## src/verilog/pjk_map.vh

```
`ifndef PJK_MAP_VH
`define PJK_MAP_VH

// register indices on the plain register port
`define PJK_ADDR_W 4
`define PJK_OFS_PORT_J 4'h0
`define PJK_OFS_DIR_J 4'h1
`define PJK_OFS_PIN_J 4'h2
`define PJK_OFS_PORT_K 4'h3
`define PJK_OFS_DIR_K 4'h4
`define PJK_OFS_PIN_K 4'h5
`define PJK_OFS_CTRL 4'h6
`define PJK_OFS_MASK_J 4'h7
`define PJK_OFS_MASK_K 4'h8

// control register fields
`define PJK_CTRL_PUD 0
`define PJK_CTRL_GRP1 1
`define PJK_CTRL_GRP2 2
`define PJK_CTRL_MASK 8'h07

// first port mask: bit n is pin-change source 8+n, bit 0 unused
`define PJK_MASK_J_MASK 8'hFE

// reset values
`define PJK_RST_PORT 8'h00
`define PJK_RST_DIR 8'h00
`define PJK_RST_CTRL 8'h00
`define PJK_RST_MASK 8'h00

// pin numbers with serial roles on the first port
`define PJK_PIN_RX 0
`define PJK_PIN_TX 1
`define PJK_PIN_XCK 2

`endif

```

## src/verilog/pjk_sync.v

```verilog
// three-stage pin synchroniser with agreement filter
module pjk_sync #(
  parameter WIDTH = 8
) (
  input wire mclk,
  input wire nrst,
  input wire ce,
  input wire [WIDTH-1:0] pin_in,
  output wire [WIDTH-1:0] pin_q
);

  genvar i;
  generate
    for (i = 0; i < WIDTH; i = i + 1)
    begin : g_bit
      reg s1_q;
      reg s2_q;
      reg s3_q;
      reg filt_q;
      always @(posedge mclk or negedge nrst)
      begin
        if (!nrst)
        begin
          s1_q <= 1'b0;
          s2_q <= 1'b0;
          s3_q <= 1'b0;
          filt_q <= 1'b0;
        end
        else if (ce)
        begin
          s1_q <= pin_in[i];
          s2_q <= s1_q;
          s3_q <= s2_q;
          // only a settled level is taken
          if (s2_q == s3_q)
            filt_q <= s3_q;
        end
      end
      assign pin_q[i] = filt_q;
    end
  endgenerate

endmodule // pjk_sync

```

## src/verilog/pjk_altfn.v

```verilog
// Chosen here: the address-and-strobe port and the register addresses.
`include "pjk_map.vh"

module pjk_altfn #(
  parameter PORT_W = 8
) (
  input wire mclk,
  input wire nrst,
  input wire ce,
  input wire [`PJK_ADDR_W-1:0] reg_addr,
  input wire [7:0] reg_wdata,
  input wire reg_wr,
  input wire reg_rd,
  output reg [7:0] reg_rdata,
  input wire serial3_rx_enable,
  input wire serial3_tx_enable,
  input wire serial3_tx_line,
  input wire serial3_sync_mode,
  input wire serial3_ext_clock,
  input wire sleep_input_disable,
  input wire [PORT_W-1:0] pj_pin_in,
  output reg [PORT_W-1:0] pj_pin_out,
  output reg [PORT_W-1:0] pj_pin_oe_n,
  output reg [PORT_W-1:0] pj_pullup_en,
  input wire [PORT_W-1:0] pk_pin_in,
  output reg [PORT_W-1:0] pk_pin_out,
  output reg [PORT_W-1:0] pk_pin_oe_n,
  output reg [PORT_W-1:0] pk_pullup_en,
  output reg serial3_rx_line,
  output reg serial3_ext_clock_in,
  output reg [3:0] pin_change_src_15_12,
  output reg pin_change_src_11,
  output reg pin_change_src_10,
  output reg pin_change_src_9,
  output reg [7:0] pin_change_src_23_16,
  output reg [7:0] converter_channels_15_8
);

  localparam NPIN = 2 * PORT_W;

  // software-visible state
  reg [7:0] port_j_q;
  reg [7:0] dir_j_q;
  reg [7:0] port_k_q;
  reg [7:0] dir_k_q;
  reg [7:0] ctrl_q;
  reg [7:0] mask_j_q;
  reg [7:0] mask_k_q;
  reg [7:0] rdata_d;

  wire global_pullup_disable;
  wire pin_change_group1_enable;
  wire pin_change_group2_enable;
  wire first_port_dir_bit2;
  wire first_port_dir_bit0;
  wire first_port_data_bit0;

  assign global_pullup_disable = ctrl_q[`PJK_CTRL_PUD];
  assign pin_change_group1_enable = ctrl_q[`PJK_CTRL_GRP1];
  assign pin_change_group2_enable = ctrl_q[`PJK_CTRL_GRP2];
  assign first_port_dir_bit2 = dir_j_q[`PJK_PIN_XCK];
  assign first_port_dir_bit0 = dir_j_q[`PJK_PIN_RX];
  assign first_port_data_bit0 = port_j_q[`PJK_PIN_RX];

  // synchronised pin levels
  wire [PORT_W-1:0] pj_sync;
  wire [PORT_W-1:0] pk_sync;

  pjk_sync #(
    .WIDTH(PORT_W)
  ) u_sync_j (
    .mclk(mclk),
    .nrst(nrst),
    .ce(ce),
    .pin_in(pj_pin_in),
    .pin_q(pj_sync)
  );

  pjk_sync #(
    .WIDTH(PORT_W)
  ) u_sync_k (
    .mclk(mclk),
    .nrst(nrst),
    .ce(ce),
    .pin_in(pk_pin_in),
    .pin_q(pk_sync)
  );

  // register writes
  always @(posedge mclk or negedge nrst)
  begin
    if (!nrst)
    begin
      port_j_q <= `PJK_RST_PORT;
      dir_j_q <= `PJK_RST_DIR;
      port_k_q <= `PJK_RST_PORT;
      dir_k_q <= `PJK_RST_DIR;
      ctrl_q <= `PJK_RST_CTRL;
      mask_j_q <= `PJK_RST_MASK;
      mask_k_q <= `PJK_RST_MASK;
    end
    else if (ce && reg_wr)
    begin
      case (reg_addr)
        `PJK_OFS_PORT_J: port_j_q <= reg_wdata;
        `PJK_OFS_DIR_J: dir_j_q <= reg_wdata;
        `PJK_OFS_PORT_K: port_k_q <= reg_wdata;
        `PJK_OFS_DIR_K: dir_k_q <= reg_wdata;
        `PJK_OFS_CTRL: ctrl_q <= reg_wdata & `PJK_CTRL_MASK;
        `PJK_OFS_MASK_J: mask_j_q <= reg_wdata & `PJK_MASK_J_MASK;
        `PJK_OFS_MASK_K: mask_k_q <= reg_wdata;
        default: ctrl_q <= ctrl_q;
      endcase
    end
  end

  // first port override terms
  reg serial3_ext_clock_active;
  reg xck_out_active;
  reg [7:0] j_pullup_override_enable;
  reg [7:0] j_pullup_override_value;
  reg [7:0] j_direction_override_enable;
  reg [7:0] j_direction_override_value;
  reg [7:0] j_port_value_override_enable;
  reg [7:0] j_port_value_override_value;
  reg [7:0] j_input_enable_override_enable;
  reg [7:0] j_input_enable_override_value;

  always @*
  begin
    // clock pin only lives in synchronous mode
    serial3_ext_clock_active = serial3_sync_mode;
    // direction bit decides clock output versus input
    xck_out_active = serial3_ext_clock_active & first_port_dir_bit2;
    j_pullup_override_enable = 8'h00;
    j_pullup_override_value = 8'h00;
    j_direction_override_enable = 8'h00;
    j_direction_override_value = 8'h00;
    j_port_value_override_enable = 8'h00;
    j_port_value_override_value = 8'h00;
    j_input_enable_override_enable = 8'h00;
    j_input_enable_override_value = 8'h00;
    // receive pin: input, pull-up follows data bit
    j_pullup_override_enable[`PJK_PIN_RX] = serial3_rx_enable;
    j_pullup_override_value[`PJK_PIN_RX] = first_port_data_bit0 & ~global_pullup_disable;
    j_direction_override_enable[`PJK_PIN_RX] = serial3_rx_enable;
    j_direction_override_value[`PJK_PIN_RX] = 1'b0;
    j_port_value_override_enable[`PJK_PIN_RX] = 1'b0;
    j_port_value_override_value[`PJK_PIN_RX] = 1'b0;
    // transmit pin: output driven by transmitter
    j_pullup_override_enable[`PJK_PIN_TX] = serial3_tx_enable;
    j_pullup_override_value[`PJK_PIN_TX] = 1'b0;
    j_direction_override_enable[`PJK_PIN_TX] = serial3_tx_enable;
    j_direction_override_value[`PJK_PIN_TX] = 1'b1;
    j_port_value_override_enable[`PJK_PIN_TX] = serial3_tx_enable;
    j_port_value_override_value[`PJK_PIN_TX] = serial3_tx_line;
    // clock pin: output carries serial clock
    j_direction_override_enable[`PJK_PIN_XCK] = xck_out_active;
    j_direction_override_value[`PJK_PIN_XCK] = 1'b1;
    j_port_value_override_enable[`PJK_PIN_XCK] = xck_out_active;
    j_port_value_override_value[`PJK_PIN_XCK] = serial3_ext_clock;
    // sensing-only pins keep pull-up, direction and value from registers
    j_pullup_override_enable[6:4] = 3'h0;
    j_pullup_override_value[6:4] = 3'h0;
    j_direction_override_enable[6:4] = 3'h0;
    j_direction_override_value[6:4] = 3'h0;
    j_port_value_override_enable[6:4] = 3'h0;
    j_port_value_override_value[6:4] = 3'h0;
    // input enable forced on while pin-change sensing is armed
    j_input_enable_override_enable[6:4] = mask_j_q[7:5] & {3{pin_change_group1_enable}};
    j_input_enable_override_value[6:4] = 3'h7;
    j_input_enable_override_enable[3:0] = mask_j_q[4:1] & {4{pin_change_group1_enable}};
    j_input_enable_override_value[3:0] = 4'hF;
    // pin 7 keeps all enables at zero
    j_pullup_override_enable[7] = 1'h0;
    j_pullup_override_value[7] = 1'h0;
    j_direction_override_enable[7] = 1'h0;
    j_direction_override_value[7] = 1'h0;
    j_port_value_override_enable[7] = 1'h0;
    j_port_value_override_value[7] = 1'h0;
    j_input_enable_override_enable[7] = 1'h0;
    j_input_enable_override_value[7] = 1'h0;
  end

  // second port override terms
  wire [7:0] k_zero;
  wire [7:0] k_input_enable_override_enable;
  wire [7:0] k_input_enable_override_value;

  assign k_zero = 8'h00;
  assign k_input_enable_override_enable = mask_k_q & {8{pin_change_group2_enable}};
  assign k_input_enable_override_value = 8'hFF;

  // both ports as one pin vector, second port in the upper half
  wire [NPIN-1:0] all_port;
  wire [NPIN-1:0] all_dir;
  wire [NPIN-1:0] all_sync;
  wire [NPIN-1:0] all_pullup_override_enable;
  wire [NPIN-1:0] all_pullup_override_value;
  wire [NPIN-1:0] all_direction_override_enable;
  wire [NPIN-1:0] all_direction_override_value;
  wire [NPIN-1:0] all_port_value_override_enable;
  wire [NPIN-1:0] all_port_value_override_value;
  wire [NPIN-1:0] all_input_enable_override_enable;
  wire [NPIN-1:0] all_input_enable_override_value;

  assign all_port = {port_k_q[PORT_W-1:0], port_j_q[PORT_W-1:0]};
  assign all_dir = {dir_k_q[PORT_W-1:0], dir_j_q[PORT_W-1:0]};
  assign all_sync = {pk_sync, pj_sync};
  assign all_pullup_override_enable = {k_zero[PORT_W-1:0], j_pullup_override_enable[PORT_W-1:0]};
  assign all_pullup_override_value = {k_zero[PORT_W-1:0], j_pullup_override_value[PORT_W-1:0]};
  assign all_direction_override_enable = {k_zero[PORT_W-1:0], j_direction_override_enable[PORT_W-1:0]};
  assign all_direction_override_value = {k_zero[PORT_W-1:0], j_direction_override_value[PORT_W-1:0]};
  assign all_port_value_override_enable = {k_zero[PORT_W-1:0], j_port_value_override_enable[PORT_W-1:0]};
  assign all_port_value_override_value = {k_zero[PORT_W-1:0], j_port_value_override_value[PORT_W-1:0]};
  assign all_input_enable_override_enable = {k_input_enable_override_enable[PORT_W-1:0], j_input_enable_override_enable[PORT_W-1:0]};
  assign all_input_enable_override_value = {k_input_enable_override_value[PORT_W-1:0], j_input_enable_override_value[PORT_W-1:0]};

  // per-pin merge of register control and overrides
  wire [NPIN-1:0] fin_pullup;
  wire [NPIN-1:0] fin_dir;
  wire [NPIN-1:0] fin_out;
  wire [NPIN-1:0] fin_die;
  wire [NPIN-1:0] fin_di;

  genvar p;
  generate
    for (p = 0; p < NPIN; p = p + 1)
    begin : g_pin
      wire reg_pullup;
      wire reg_die;
      // pull-up from registers: input with data bit set
      assign reg_pullup = ~all_dir[p] & all_port[p];
      assign reg_die = ~sleep_input_disable;
      assign fin_pullup[p] = (all_pullup_override_enable[p] ? all_pullup_override_value[p] : reg_pullup) & ~global_pullup_disable;
      assign fin_dir[p] = all_direction_override_enable[p] ? all_direction_override_value[p] : all_dir[p];
      assign fin_out[p] = all_port_value_override_enable[p] ? all_port_value_override_value[p] : all_port[p];
      assign fin_die[p] = all_input_enable_override_enable[p] ? all_input_enable_override_value[p] : reg_die;
      // disabled digital input reads low
      assign fin_di[p] = all_sync[p] & fin_die[p];
    end
  endgenerate

  // registered pin controls
  always @(posedge mclk or negedge nrst)
  begin
    if (!nrst)
    begin
      pj_pin_out <= {PORT_W{1'b0}};
      pj_pin_oe_n <= {PORT_W{1'b1}};
      pj_pullup_en <= {PORT_W{1'b0}};
      pk_pin_out <= {PORT_W{1'b0}};
      pk_pin_oe_n <= {PORT_W{1'b1}};
      pk_pullup_en <= {PORT_W{1'b0}};
    end
    else if (ce)
    begin
      pj_pin_out <= fin_out[PORT_W-1:0];
      pj_pin_oe_n <= ~fin_dir[PORT_W-1:0];
      pj_pullup_en <= fin_pullup[PORT_W-1:0];
      pk_pin_out <= fin_out[NPIN-1:PORT_W];
      pk_pin_oe_n <= ~fin_dir[NPIN-1:PORT_W];
      pk_pullup_en <= fin_pullup[NPIN-1:PORT_W];
    end
  end

  // digital inputs toward peripherals
  always @(posedge mclk or negedge nrst)
  begin
    if (!nrst)
    begin
      serial3_rx_line <= 1'b0;
      serial3_ext_clock_in <= 1'b0;
      pin_change_src_15_12 <= 4'h0;
      pin_change_src_11 <= 1'b0;
      pin_change_src_10 <= 1'b0;
      pin_change_src_9 <= 1'b0;
      pin_change_src_23_16 <= 8'h00;
      converter_channels_15_8 <= 8'h00;
    end
    else if (ce)
    begin
      pin_change_src_15_12 <= fin_di[6:3];
      pin_change_src_11 <= fin_di[`PJK_PIN_XCK];
      pin_change_src_10 <= fin_di[`PJK_PIN_TX];
      pin_change_src_9 <= fin_di[`PJK_PIN_RX];
      serial3_rx_line <= fin_di[`PJK_PIN_RX];
      // clock input only in synchronous mode
      serial3_ext_clock_in <= fin_di[`PJK_PIN_XCK] & serial3_ext_clock_active;
      pin_change_src_23_16 <= fin_di[PORT_W+7:PORT_W];
      // analog path bypasses the input enable gate
      converter_channels_15_8 <= pk_sync[7:0];
    end
  end

  // register reads, data one cycle after strobe
  always @*
  begin
    rdata_d = 8'h00;
    case (reg_addr)
      `PJK_OFS_PORT_J: rdata_d = port_j_q;
      `PJK_OFS_DIR_J: rdata_d = dir_j_q;
      `PJK_OFS_PIN_J: rdata_d = fin_di[7:0];
      `PJK_OFS_PORT_K: rdata_d = port_k_q;
      `PJK_OFS_DIR_K: rdata_d = dir_k_q;
      `PJK_OFS_PIN_K: rdata_d = fin_di[PORT_W+7:PORT_W];
      `PJK_OFS_CTRL: rdata_d = ctrl_q;
      `PJK_OFS_MASK_J: rdata_d = mask_j_q;
      `PJK_OFS_MASK_K: rdata_d = mask_k_q;
      default: rdata_d = 8'h00;
    endcase
  end

  always @(posedge mclk or negedge nrst)
  begin
    if (!nrst)
      reg_rdata <= 8'h00;
    else if (ce)
    begin
      if (reg_rd)
        reg_rdata <= rdata_d;
      else
        reg_rdata <= 8'h00;
    end
  end

endmodule // pjk_altfn

```

## config.mk

```make
export PLATFORM = sky130hd
export DESIGN_NAME = pjk_altfn
export DESIGN_NICKNAME = d
export VERILOG_FILES = /design/src/verilog/pjk_sync.v /design/src/verilog/pjk_altfn.v
export VERILOG_INCLUDE_DIRS = /design/src /design/src/verilog
export SDC_FILE = /design/constraint.sdc
export NUM_CORES = 1
export LEC_CHECK = 0
export BUFFER_PORTS_ARGS = -buffer_cell sky130_fd_sc_hd__buf_4
export CORE_MARGIN = 4
export CORE_UTILIZATION = 60
export CTS_CLUSTER_DIAMETER = 50
export CTS_CLUSTER_SIZE = 25
export DETAILED_ROUTE_END_ITERATION = 16
export MAX_ROUTING_LAYER = met4
export PLACE_DENSITY = 0.83
export SLEW_MARGIN = 20
export SYNTH_ARGS = -nofsm -noshare
export SYNTH_HDL_FRONTEND = slang
export SYNTH_HIERARCHICAL = 1
export SYNTH_SLANG_ARGS = --single-unit
export TNS_END_PERCENT = 50
```

## constraint.sdc

```tcl
create_clock -name mclk -period 4.3 [get_ports mclk]
set_input_delay 0.86 -clock mclk [delete_from_list [all_inputs] [get_ports mclk]]
set_output_delay 0.86 -clock mclk [all_outputs]
set_load 0.02 [all_outputs]
```

==> results of run 1 <==
==> worst max-delay path, delay by kind of cell <==
family,cells,cell delay [ns]
buf+inv,1,0.21
simple gates,3,1.43
mux,1,0.39
==> per-stage QoR <==
stage / cells / setup WS, ns
after global placement: 911 / 1.41
final: 944 / 1.70
after detailed placement: 911 / 1.35
after floorplan: 660 / 2.10
after CTS: 943 / 1.79
after global routing: 944 / 1.67
==> routing by layer <==
metal,track usage,up-vias
met3,0.0410,33
li1,-,2542
met5,-,-
met4,0.0890,0
met1,0.341,2873
met2,0.408,204
==> cells in the final DEF, fill, tap and decap left out, types with 7 or more instances in the layout <==
| cell type | netlist | final |
|---|---|---|
| nand2_1 | 45 | 45 |
| dfrtp_1 | 178 | 178 |
| clkbuf_16 | 0 | 17 |
| a21oi_1 | 8 | 8 |
| inv_1 | 18 | 18 |
| buf_4 | 24 | 122 |
| mux2i_1 | 7 | 7 |
| mux2_2 | 96 | 96 |
| nand2b_1 | 28 | 28 |
| o2bb2ai_1 | 13 | 13 |
| a21boi_0 | 11 | 11 |
| a21o_1 | 19 | 19 |
| a22o_1 | 20 | 20 |
| mux2_4 | 16 | 16 |
| dfstp_2 | 16 | 16 |
| mux2_1 | 15 | 15 |
| o21ai_0 | 30 | 30 |
| a31oi_1 | 7 | 7 |
| nor2_1 | 11 | 11 |
==> power by group through the flow <==
stage	Clock, µW	Sequential, µW	Combinational, µW
2_1_floorplan	0	2600	620
3_3_place_gp	0	2530	1080
3_5_place_dp	0	2560	1120
4_1_cts	1520	2530	1130
5_1_grt	1590	2580	1200
6_report	1500	2530	1110
==> logic make-up (layout without fill, tap and decap cells) <==
kind of cell           Yosys count  after routing  share of synthesized area
AO/OA/AOI/OAI                  140            140                      0.119
buffers and inverters           74            178                     0.0493
flip-flops                     194            194                      0.571
multiplexers                   134            134                      0.183
AND/OR/NAND/NOR                118            118                     0.0774
==> worst min-delay path by stage <==
stage	startpoint	end	slack [ns]	cells past startpoint
global route	pin_change_src_23_16[5]	pin_change_src_23_16[5]	0.51	1
finish	pk_pullup_en[5]	pk_pullup_en[5]	0.49	1
global placement	dir_j_q[4]	pj_pin_oe_n[4]	0.46	1
CTS	dir_j_q[6]	pj_pin_oe_n[6]	0.49	1
floorplan	dir_j_q[4]	pj_pin_oe_n[4]	0.43	1
detailed placement	pj_pullup_en[4]	pj_pullup_en[4]	0.48	1
==> final cells by class <==
cell class,instances,area share
clock buffer,19,0.0446
timing repair buffer,125,0.0964
sequential,194,0.491
clock inverter,13,0.0111
inverter,21,0.00794
multi-input combinational,392,0.326
tap,180,0.0227
==> run metrics, run 1 <==
vias per cell 5.99; NumNets Final 790; DP HPWL 13600 µm; Hold Path Class reg2reg; post-layout util 0.715; WHS 0.494 ns; Synth Area per Inst 12.9 µm²; Pwr Total 5140 µW; Switching Fraction 0.305; crit start category primary input; clk sinks 194; Comb power frac 0.217; IO Count 120; ANT cells 0; drt drc 0; Max Cap Viol 0; run status complete, no violations; Cell Area, Synth 8530 µm²; max frequency 385 MHz; Cell Area, Placed 9370 µm²; Root Driver clkbuf_16; CTS H-tree depth 4; gr usage total 0.257; first-pass GRT wire length 31600 µm; crit-path cells buf_4, nor3_1, and2_1, nor2b_1, mux2_1; post-route cell area 9930 µm²; top post-synthesis cells by count 178 x dfrtp_1, 96 x mux2_2, 45 x nand2_1; row count 43; net count after synthesis 699; unrepaired setup endpoints after global routing no; GRT Residual Overflow 0; # setup viols final 0; CTS tree yes; CP Max Fanout 23; launch point of the worst reg-to-reg path ctrl_q[2]; most numerous cell in the Yosys netlist dfrtp_1; WL final 19600 µm; Tmin final 2.60 ns; cts repair resizes 0; Cells after Synth 660; gpl congestion 0.898; fin. max-slew vios 0; Post-CTS Hold Buffers 0; die area 16200 µm²; largest net degree at the start of global routing 105; Met3 Routed Length 1150 µm; met2 WL 9710 µm; critical path capture point type register; Initial Util 0.615; area occupied by multi-input gates 3240 µm²; Top FF cell, synth dfrtp_1; Data arrival, critical path 2.91 ns; EDFF count, synth 0; number of global-route vias before repair 5779; Unique masters post-synth 52; Setup TNS 0 ns; clock group share of total power 0.291; R2R setup slack 2.57 ns; Critical R2R Capture reg_rdata[5]; FILL cells 978; post-synthesis register bit count 194; Pwr Density 518 nW/µm²; Async S/R FF share, synth 1.00; DR top layer met4; number of port buffers 119; area grow syn2layout 16.3%; CTS clk-pin slew, worst paths 0.07 ns; Avg WL per Cell 20.8 µm; Static Leak 0.00452 µW; VDD IR max 0.299 mV; initial antenna violation count 0; Worst Reg2Reg Path Length in Cells 4; slowest cell on the critical path nor2b_1; Setup crit start reg_addr[1]; share of power burned in registers 0.492; critical path capture point mask_k_q[5]; Yosys top cell by area dfrtp_1; Hold Fails Final Rpt 0; top cells by area, synth dfrtp_1 52%, mux2_2 13%, dfstp_2 4.9%, mux2_4 2.8%, buf_4 2.1%; Die Height 127 µm; fin crit share 0.604; FF+latch area 4870 µm²; die width 127 µm; M1 wire length 8320 µm; kind of critical path in2reg; first-pass iteration count of the detailed router 5; sw power 1570 µW; Synth Warn # 6; Worst Path Required 4.61 ns; Fin Clk Skew 0.00668 ns; Worst slew margin 0.436; DR iter-0 viols 462; Seq/Total Area, Yosys 0.571; clk_lat worst skew 0.43 ns; Setup Fix Bufs, Post-CTS 0; Synth top area share 0.522; Clock Path Buffers 2; Vias 5652; Worst Tran Pin Value 0.839 ns; total CTS buffers 17; CP peak stage delay 0.69 ns; Routed Antenna Nets 0; CORE AREA 13900 µm²; Power Internal 3580 µW; share of cells above drive strength 1 0.385
Note: power is estimated with default switching activity, not from simulation.
==> inputs of run 2 (changes only) <==
--- a/config.mk
+++ b/config.mk
@@ -8,12 +8,12 @@
 export LEC_CHECK = 0
 export BUFFER_PORTS_ARGS = -buffer_cell sky130_fd_sc_hd__buf_4
 export CORE_MARGIN = 4
-export CORE_UTILIZATION = 60
+export CORE_UTILIZATION = 57
 export CTS_CLUSTER_DIAMETER = 50
 export CTS_CLUSTER_SIZE = 25
 export DETAILED_ROUTE_END_ITERATION = 16
 export MAX_ROUTING_LAYER = met4
-export PLACE_DENSITY = 0.83
+export PLACE_DENSITY = 0.79
 export SLEW_MARGIN = 20
 export SYNTH_ARGS = -nofsm -noshare
 export SYNTH_HDL_FRONTEND = slang
==> constraint.sdc (replaced) <==
create_clock -name mclk -period 2.6 [get_ports mclk]
set_input_delay 0.52 -clock mclk [delete_from_list [all_inputs] [get_ports mclk]]
set_output_delay 0.52 -clock mclk [all_outputs]
set_load 0.02 [all_outputs]
==> run metrics, run 2 (synthesis gave the netlist of run 1 again) <==
die area 17000 µm²; Initial Util 0.585; crit-path cells buf_4, nor3_1, and2_1, nor2b_1, buf_4, mux2_1; Hold Fails Final Rpt 0; Root Driver clkbuf_16; CP most frequent cell buf_4; Post-CTS Hold Buffers 0; Avg WL per Cell 20.5 µm; Pwr Total 8580 µW; Worst Path Required 2.90 ns; VDD IR max 0.560 mV; CTS tree yes; slowest cell on the critical path and2_1; unrepaired setup endpoints after global routing no; Worst slew margin 0.517; critical path capture point type register; vias per cell 5.93; Static Leak 0.00457 µW; fin crit share 0.722; Clock Path Buffers 2; largest net degree at the start of global routing 113; Setup Fix Bufs, Post-CTS 0; die width 130 µm; CTS H-tree depth 4; max frequency 533 MHz; crit start category primary input; number of port buffers 119; Max Cap Viol 0; run status complete, no violations; commonest non-fill, non-tap cell in the layout dfrtp_1; CP peak stage delay 0.37 ns; row count 44; total CTS buffers 17; FF+latch area 4870 µm²; # setup viols final 0; Hold Path Class in2async; Pwr Density 854 nW/µm²; most frequent cells in the layout 178 x dfrtp_1, 129 x buf_4, 96 x mux2_2; DP HPWL 13800 µm; FILL cells 1041; area grow syn2layout 17.6%; CTS clk-pin slew, worst paths 0.06 ns; fin. max-slew vios 0; CORE AREA 14600 µm²; GRT Residual Overflow 0; gpl congestion 0.930; gr usage total 0.247; Die Height 130 µm; Worst Tran Pin Value 0.721 ns; pre-CTS WS 0.357 ns; number of global-route vias before repair 5656; Tmin final 1.88 ns; first-pass GRT wire length 31100 µm; Fin Clk Skew 0.0100 ns; area occupied by multi-input gates 3240 µm²; clk sinks 194; Setup TNS 0 ns; kind of critical path in2reg; first-pass iteration count of the detailed router 5; DR iter-0 viols 460; Routed Antenna Nets 0; CP Max Fanout 23; share of cells above drive strength 1 0.387; NumNets Final 798; initial antenna violation count 0; Vias 5669; clk_lat worst skew 0.43 ns; Data arrival, critical path 2.18 ns; drt drc 0; ANT cells 0; IO Count 120; cts repair resizes 0; Final WS setup 0.724 ns; WL final 19600 µm
run 2: changes by cell type in the layout (fill, tap and decap cells not counted), sizes merged:
cell and delta:
clkinvlp +1, clkinv -5, inv -1, clkbuf +3, bufinv +1, buf +9
run 2: routing by layer:
layer	routed length, µm	track usage	part of all wire
met1	8560	0.333	0.44
met2	9530	0.381	0.49
met3	1190	0.0577	0.061
met4	298	0.0653	0.015
met5	0	-	0
run 2: power by group:
group,total (µW),switching [µW],internal (µW)
Sequential,4180,543,3640
Combinational,1850,907,944
Clock,2550,1080,1470
run 2: per-stage QoR:
step | utilization | instance area [µm²] | cells | hold slack, ns
final | 0.688 | 10000 | 956 | 0.112
after global routing | 0.688 | 10000 | 956 | 0.135
after CTS | 0.688 | 10000 | 956 | 0.124
after detailed placement | 0.649 | 9470 | 924 | 0.480
after global placement | 0.649 | 9470 | 924 | 0.461
after floorplan | - | 8530 | 660 | 0.224
run 2: layout make-up:
cell class / instances / area share
sequential: 194 / 0.486
inverter: 21 / 0.00785
multi-input combinational: 392 / 0.323
tap: 184 / 0.0229
clock inverter: 9 / 0.0106
timing repair buffer: 133 / 0.104
clock buffer: 23 / 0.0466
run 2: final timing paths:
kind	startpoint	endpoint	slack, ns	cells after the start
setup / recovery	reg_addr[1]	mask_k_q[6]	0.72	6
hold / removal	nrst	pj_pin_out[1]	0.11	1
setup reg to reg	ctrl_q[2]	reg_rdata[4]	0.88	4
hold reg to reg	dir_j_q[3]	pj_pin_oe_n[3]	0.49	1
max in group asynchronous	nrst	pj_pin_oe_n[5]	1.71	2
min in group mclk	pj_pin_in[4]	u_sync_j/g_bit[4].s1_q	0.32	2
run 2: worst max-delay path: cells and delay by family:
kind,cells,cell delay (ns)
buffers and inverters,2,0.41
and+or+nand+nor,3,0.90
muxes,1,0.35
==> inputs of run 3 (changes only) <==
==> constraint.sdc (replaced) <==
create_clock -name mclk -period 1.9 [get_ports mclk]
set_input_delay 0.38 -clock mclk [delete_from_list [all_inputs] [get_ports mclk]]
set_output_delay 0.38 -clock mclk [all_outputs]
set_load 0.02 [all_outputs]
==> run metrics, run 3 (synthesis gave the netlist of run 1 again) <==
WL final 19900 µm; CP Max Fanout 9; area occupied by multi-input gates 3240 µm²; most frequent cells in the layout 178 x dfrtp_1, 150 x buf_4, 96 x mux2_2; crit start category register; unrepaired setup endpoints after global routing no; vias per cell 5.89; fin crit share 0.888; NumNets Final 825; Met3 Routed Length 1150 µm; Pwr Density 1140 nW/µm²; Setup Fix Bufs, Post-CTS 0; max frequency 593 MHz; cts repair resizes 0; CORE AREA 14600 µm²; IO Count 120; Switching Fraction 0.304; post-route cell area 10300 µm²; CTS H-tree depth 4; die width 130 µm; slowest cell on the critical path dfrtp_1; number of global-route vias before repair 5766; kind of critical path reg2reg; largest net degree at the start of global routing 85; DP HPWL 14300 µm; Hold Path Class in2reg; Max Cap Viol 0; crit-path cells nand2_1, a21boi_0, a22oi_1, a31oi_1, a221o_1; gr usage total 0.251; Clock Path Buffers 2; met2 WL 9760 µm; VDD IR max 0.768 mV; run status complete, no violations; first-pass GRT wire length 31700 µm; share of power burned in registers 0.483; Static Leak 0.00473 µW; share of cells above drive strength 1 0.412; DR iter-0 viols 443; CTS clk-pin slew, worst paths 0.07 ns; Power Internal 8220 µW; GRT Residual Overflow 0; commonest non-fill, non-tap cell in the layout dfrtp_1; Comb power frac 0.222; sw power 3590 µW; fin. max-slew vios 0; Initial Util 0.585; Fin Clk Skew 0.00726 ns; gpl congestion 0.962; CTS tree yes; FILL cells 1019; Routed Antenna Nets 0; number of port buffers 119; Die Height 130 µm; Vias 5790; Root Driver clkbuf_16; Worst slew margin 0.635; row count 44; initial antenna violation count 0; FF+latch area 4870 µm²; total CTS buffers 17; Worst Path Required 2.27 ns; Setup TNS 0 ns; Worst Tran Pin Value 0.543 ns; # setup viols final 0; drt drc 0; clk sinks 194; area grow syn2layout 20.8%; Tmin final 1.69 ns; clk_lat worst skew 0.43 ns; first-pass iteration count of the detailed router 5; DR top layer met4; Post-CTS Hold Buffers 1; die area 17000 µm²; Data arrival, critical path 2.06 ns; Hold Fails Final Rpt 0; critical path capture point type register; CP peak stage delay 0.52 ns; Cell Area, Placed 9720 µm²; Avg WL per Cell 20.3 µm; ANT cells 0; WHS 0.180 ns; M1 wire length 8610 µm; clock group share of total power 0.294
## run 3: changes by cell type in the layout (fill, tap and decap cells not counted), sizes merged
cell / before / now
clkbuf: 24 / 20
clkinvlp: 3 / 4
bufinv: 2 / 1
buf: 132 / 158
dlygate4sd3: 0 / 1
clkinv: 4 / 5
inv: 21 / 24
## run 3: worst max-delay path: cells and delay by family (launching register included)
| family | cells | cell delay, ns |
|---|---|---|
| flops | 1 | 0.52 |
| simple gates | 1 | 0.07 |
| compound gates | 4 | 1.05 |
## run 3: per-layer routing
layer | track usage | up-vias
met5 | - | -
met4 | 0.0853 | 0
li1 | - | 2628
met1 | 0.340 | 2932
met2 | 0.388 | 199
met3 | 0.0426 | 31
## run 3: power by group through the flow
stage	sequential [µW]	combinational [µW]	clock (µW)
after floorplan	5890	1400	0
after global placement	5720	2540	0
after detailed placement	5770	2630	0
after CTS	5710	2650	3550
after global routing	5820	2830	3710
final	5710	2620	3470
## run 3: worst paths after layout
| path | from | end | slack [ns] | cells past startpoint |
|---|---|---|---|---|
| setup / recovery | ctrl_q[1] | reg_rdata[1] | 0.21 | 5 |
| hold / removal | pj_pin_in[1] | u_sync_j/g_bit[1].s1_q | 0.18 | 2 |
| setup reg to reg | ctrl_q[1] | reg_rdata[1] | 0.21 | 5 |
| hold reg to reg | pj_pullup_en[2] | pj_pullup_en[2] | 0.49 | 1 |
| max in group asynchronous | nrst | pj_pin_oe_n[5] | 0.72 | 3 |
| min in group asynchronous | nrst | pj_pullup_en[1] | 0.51 | 2 |
## run 3: cell type report
cell class / instances / area share
Clock inverter: 13 / 0.0121
Tap cell: 184 / 0.0223
Inverter: 21 / 0.00764
Timing Repair Buffer: 160 / 0.127
Multi-Input combinational cell: 392 / 0.314
Sequential cell: 194 / 0.473
Clock buffer: 19 / 0.0439
## run 3: metrics by stage
step	setup WS (ns)	total power [µW]	util	instances
3_3_place_gp	0.104	8260	0.666	950
2_1_floorplan	0.177	7290	-	660
6_report	0.213	11800	0.707	983
3_5_place_dp	0.0662	8400	0.666	950
4_1_cts	0.237	11900	0.707	983
5_1_grt	0.107	12400	0.707	983
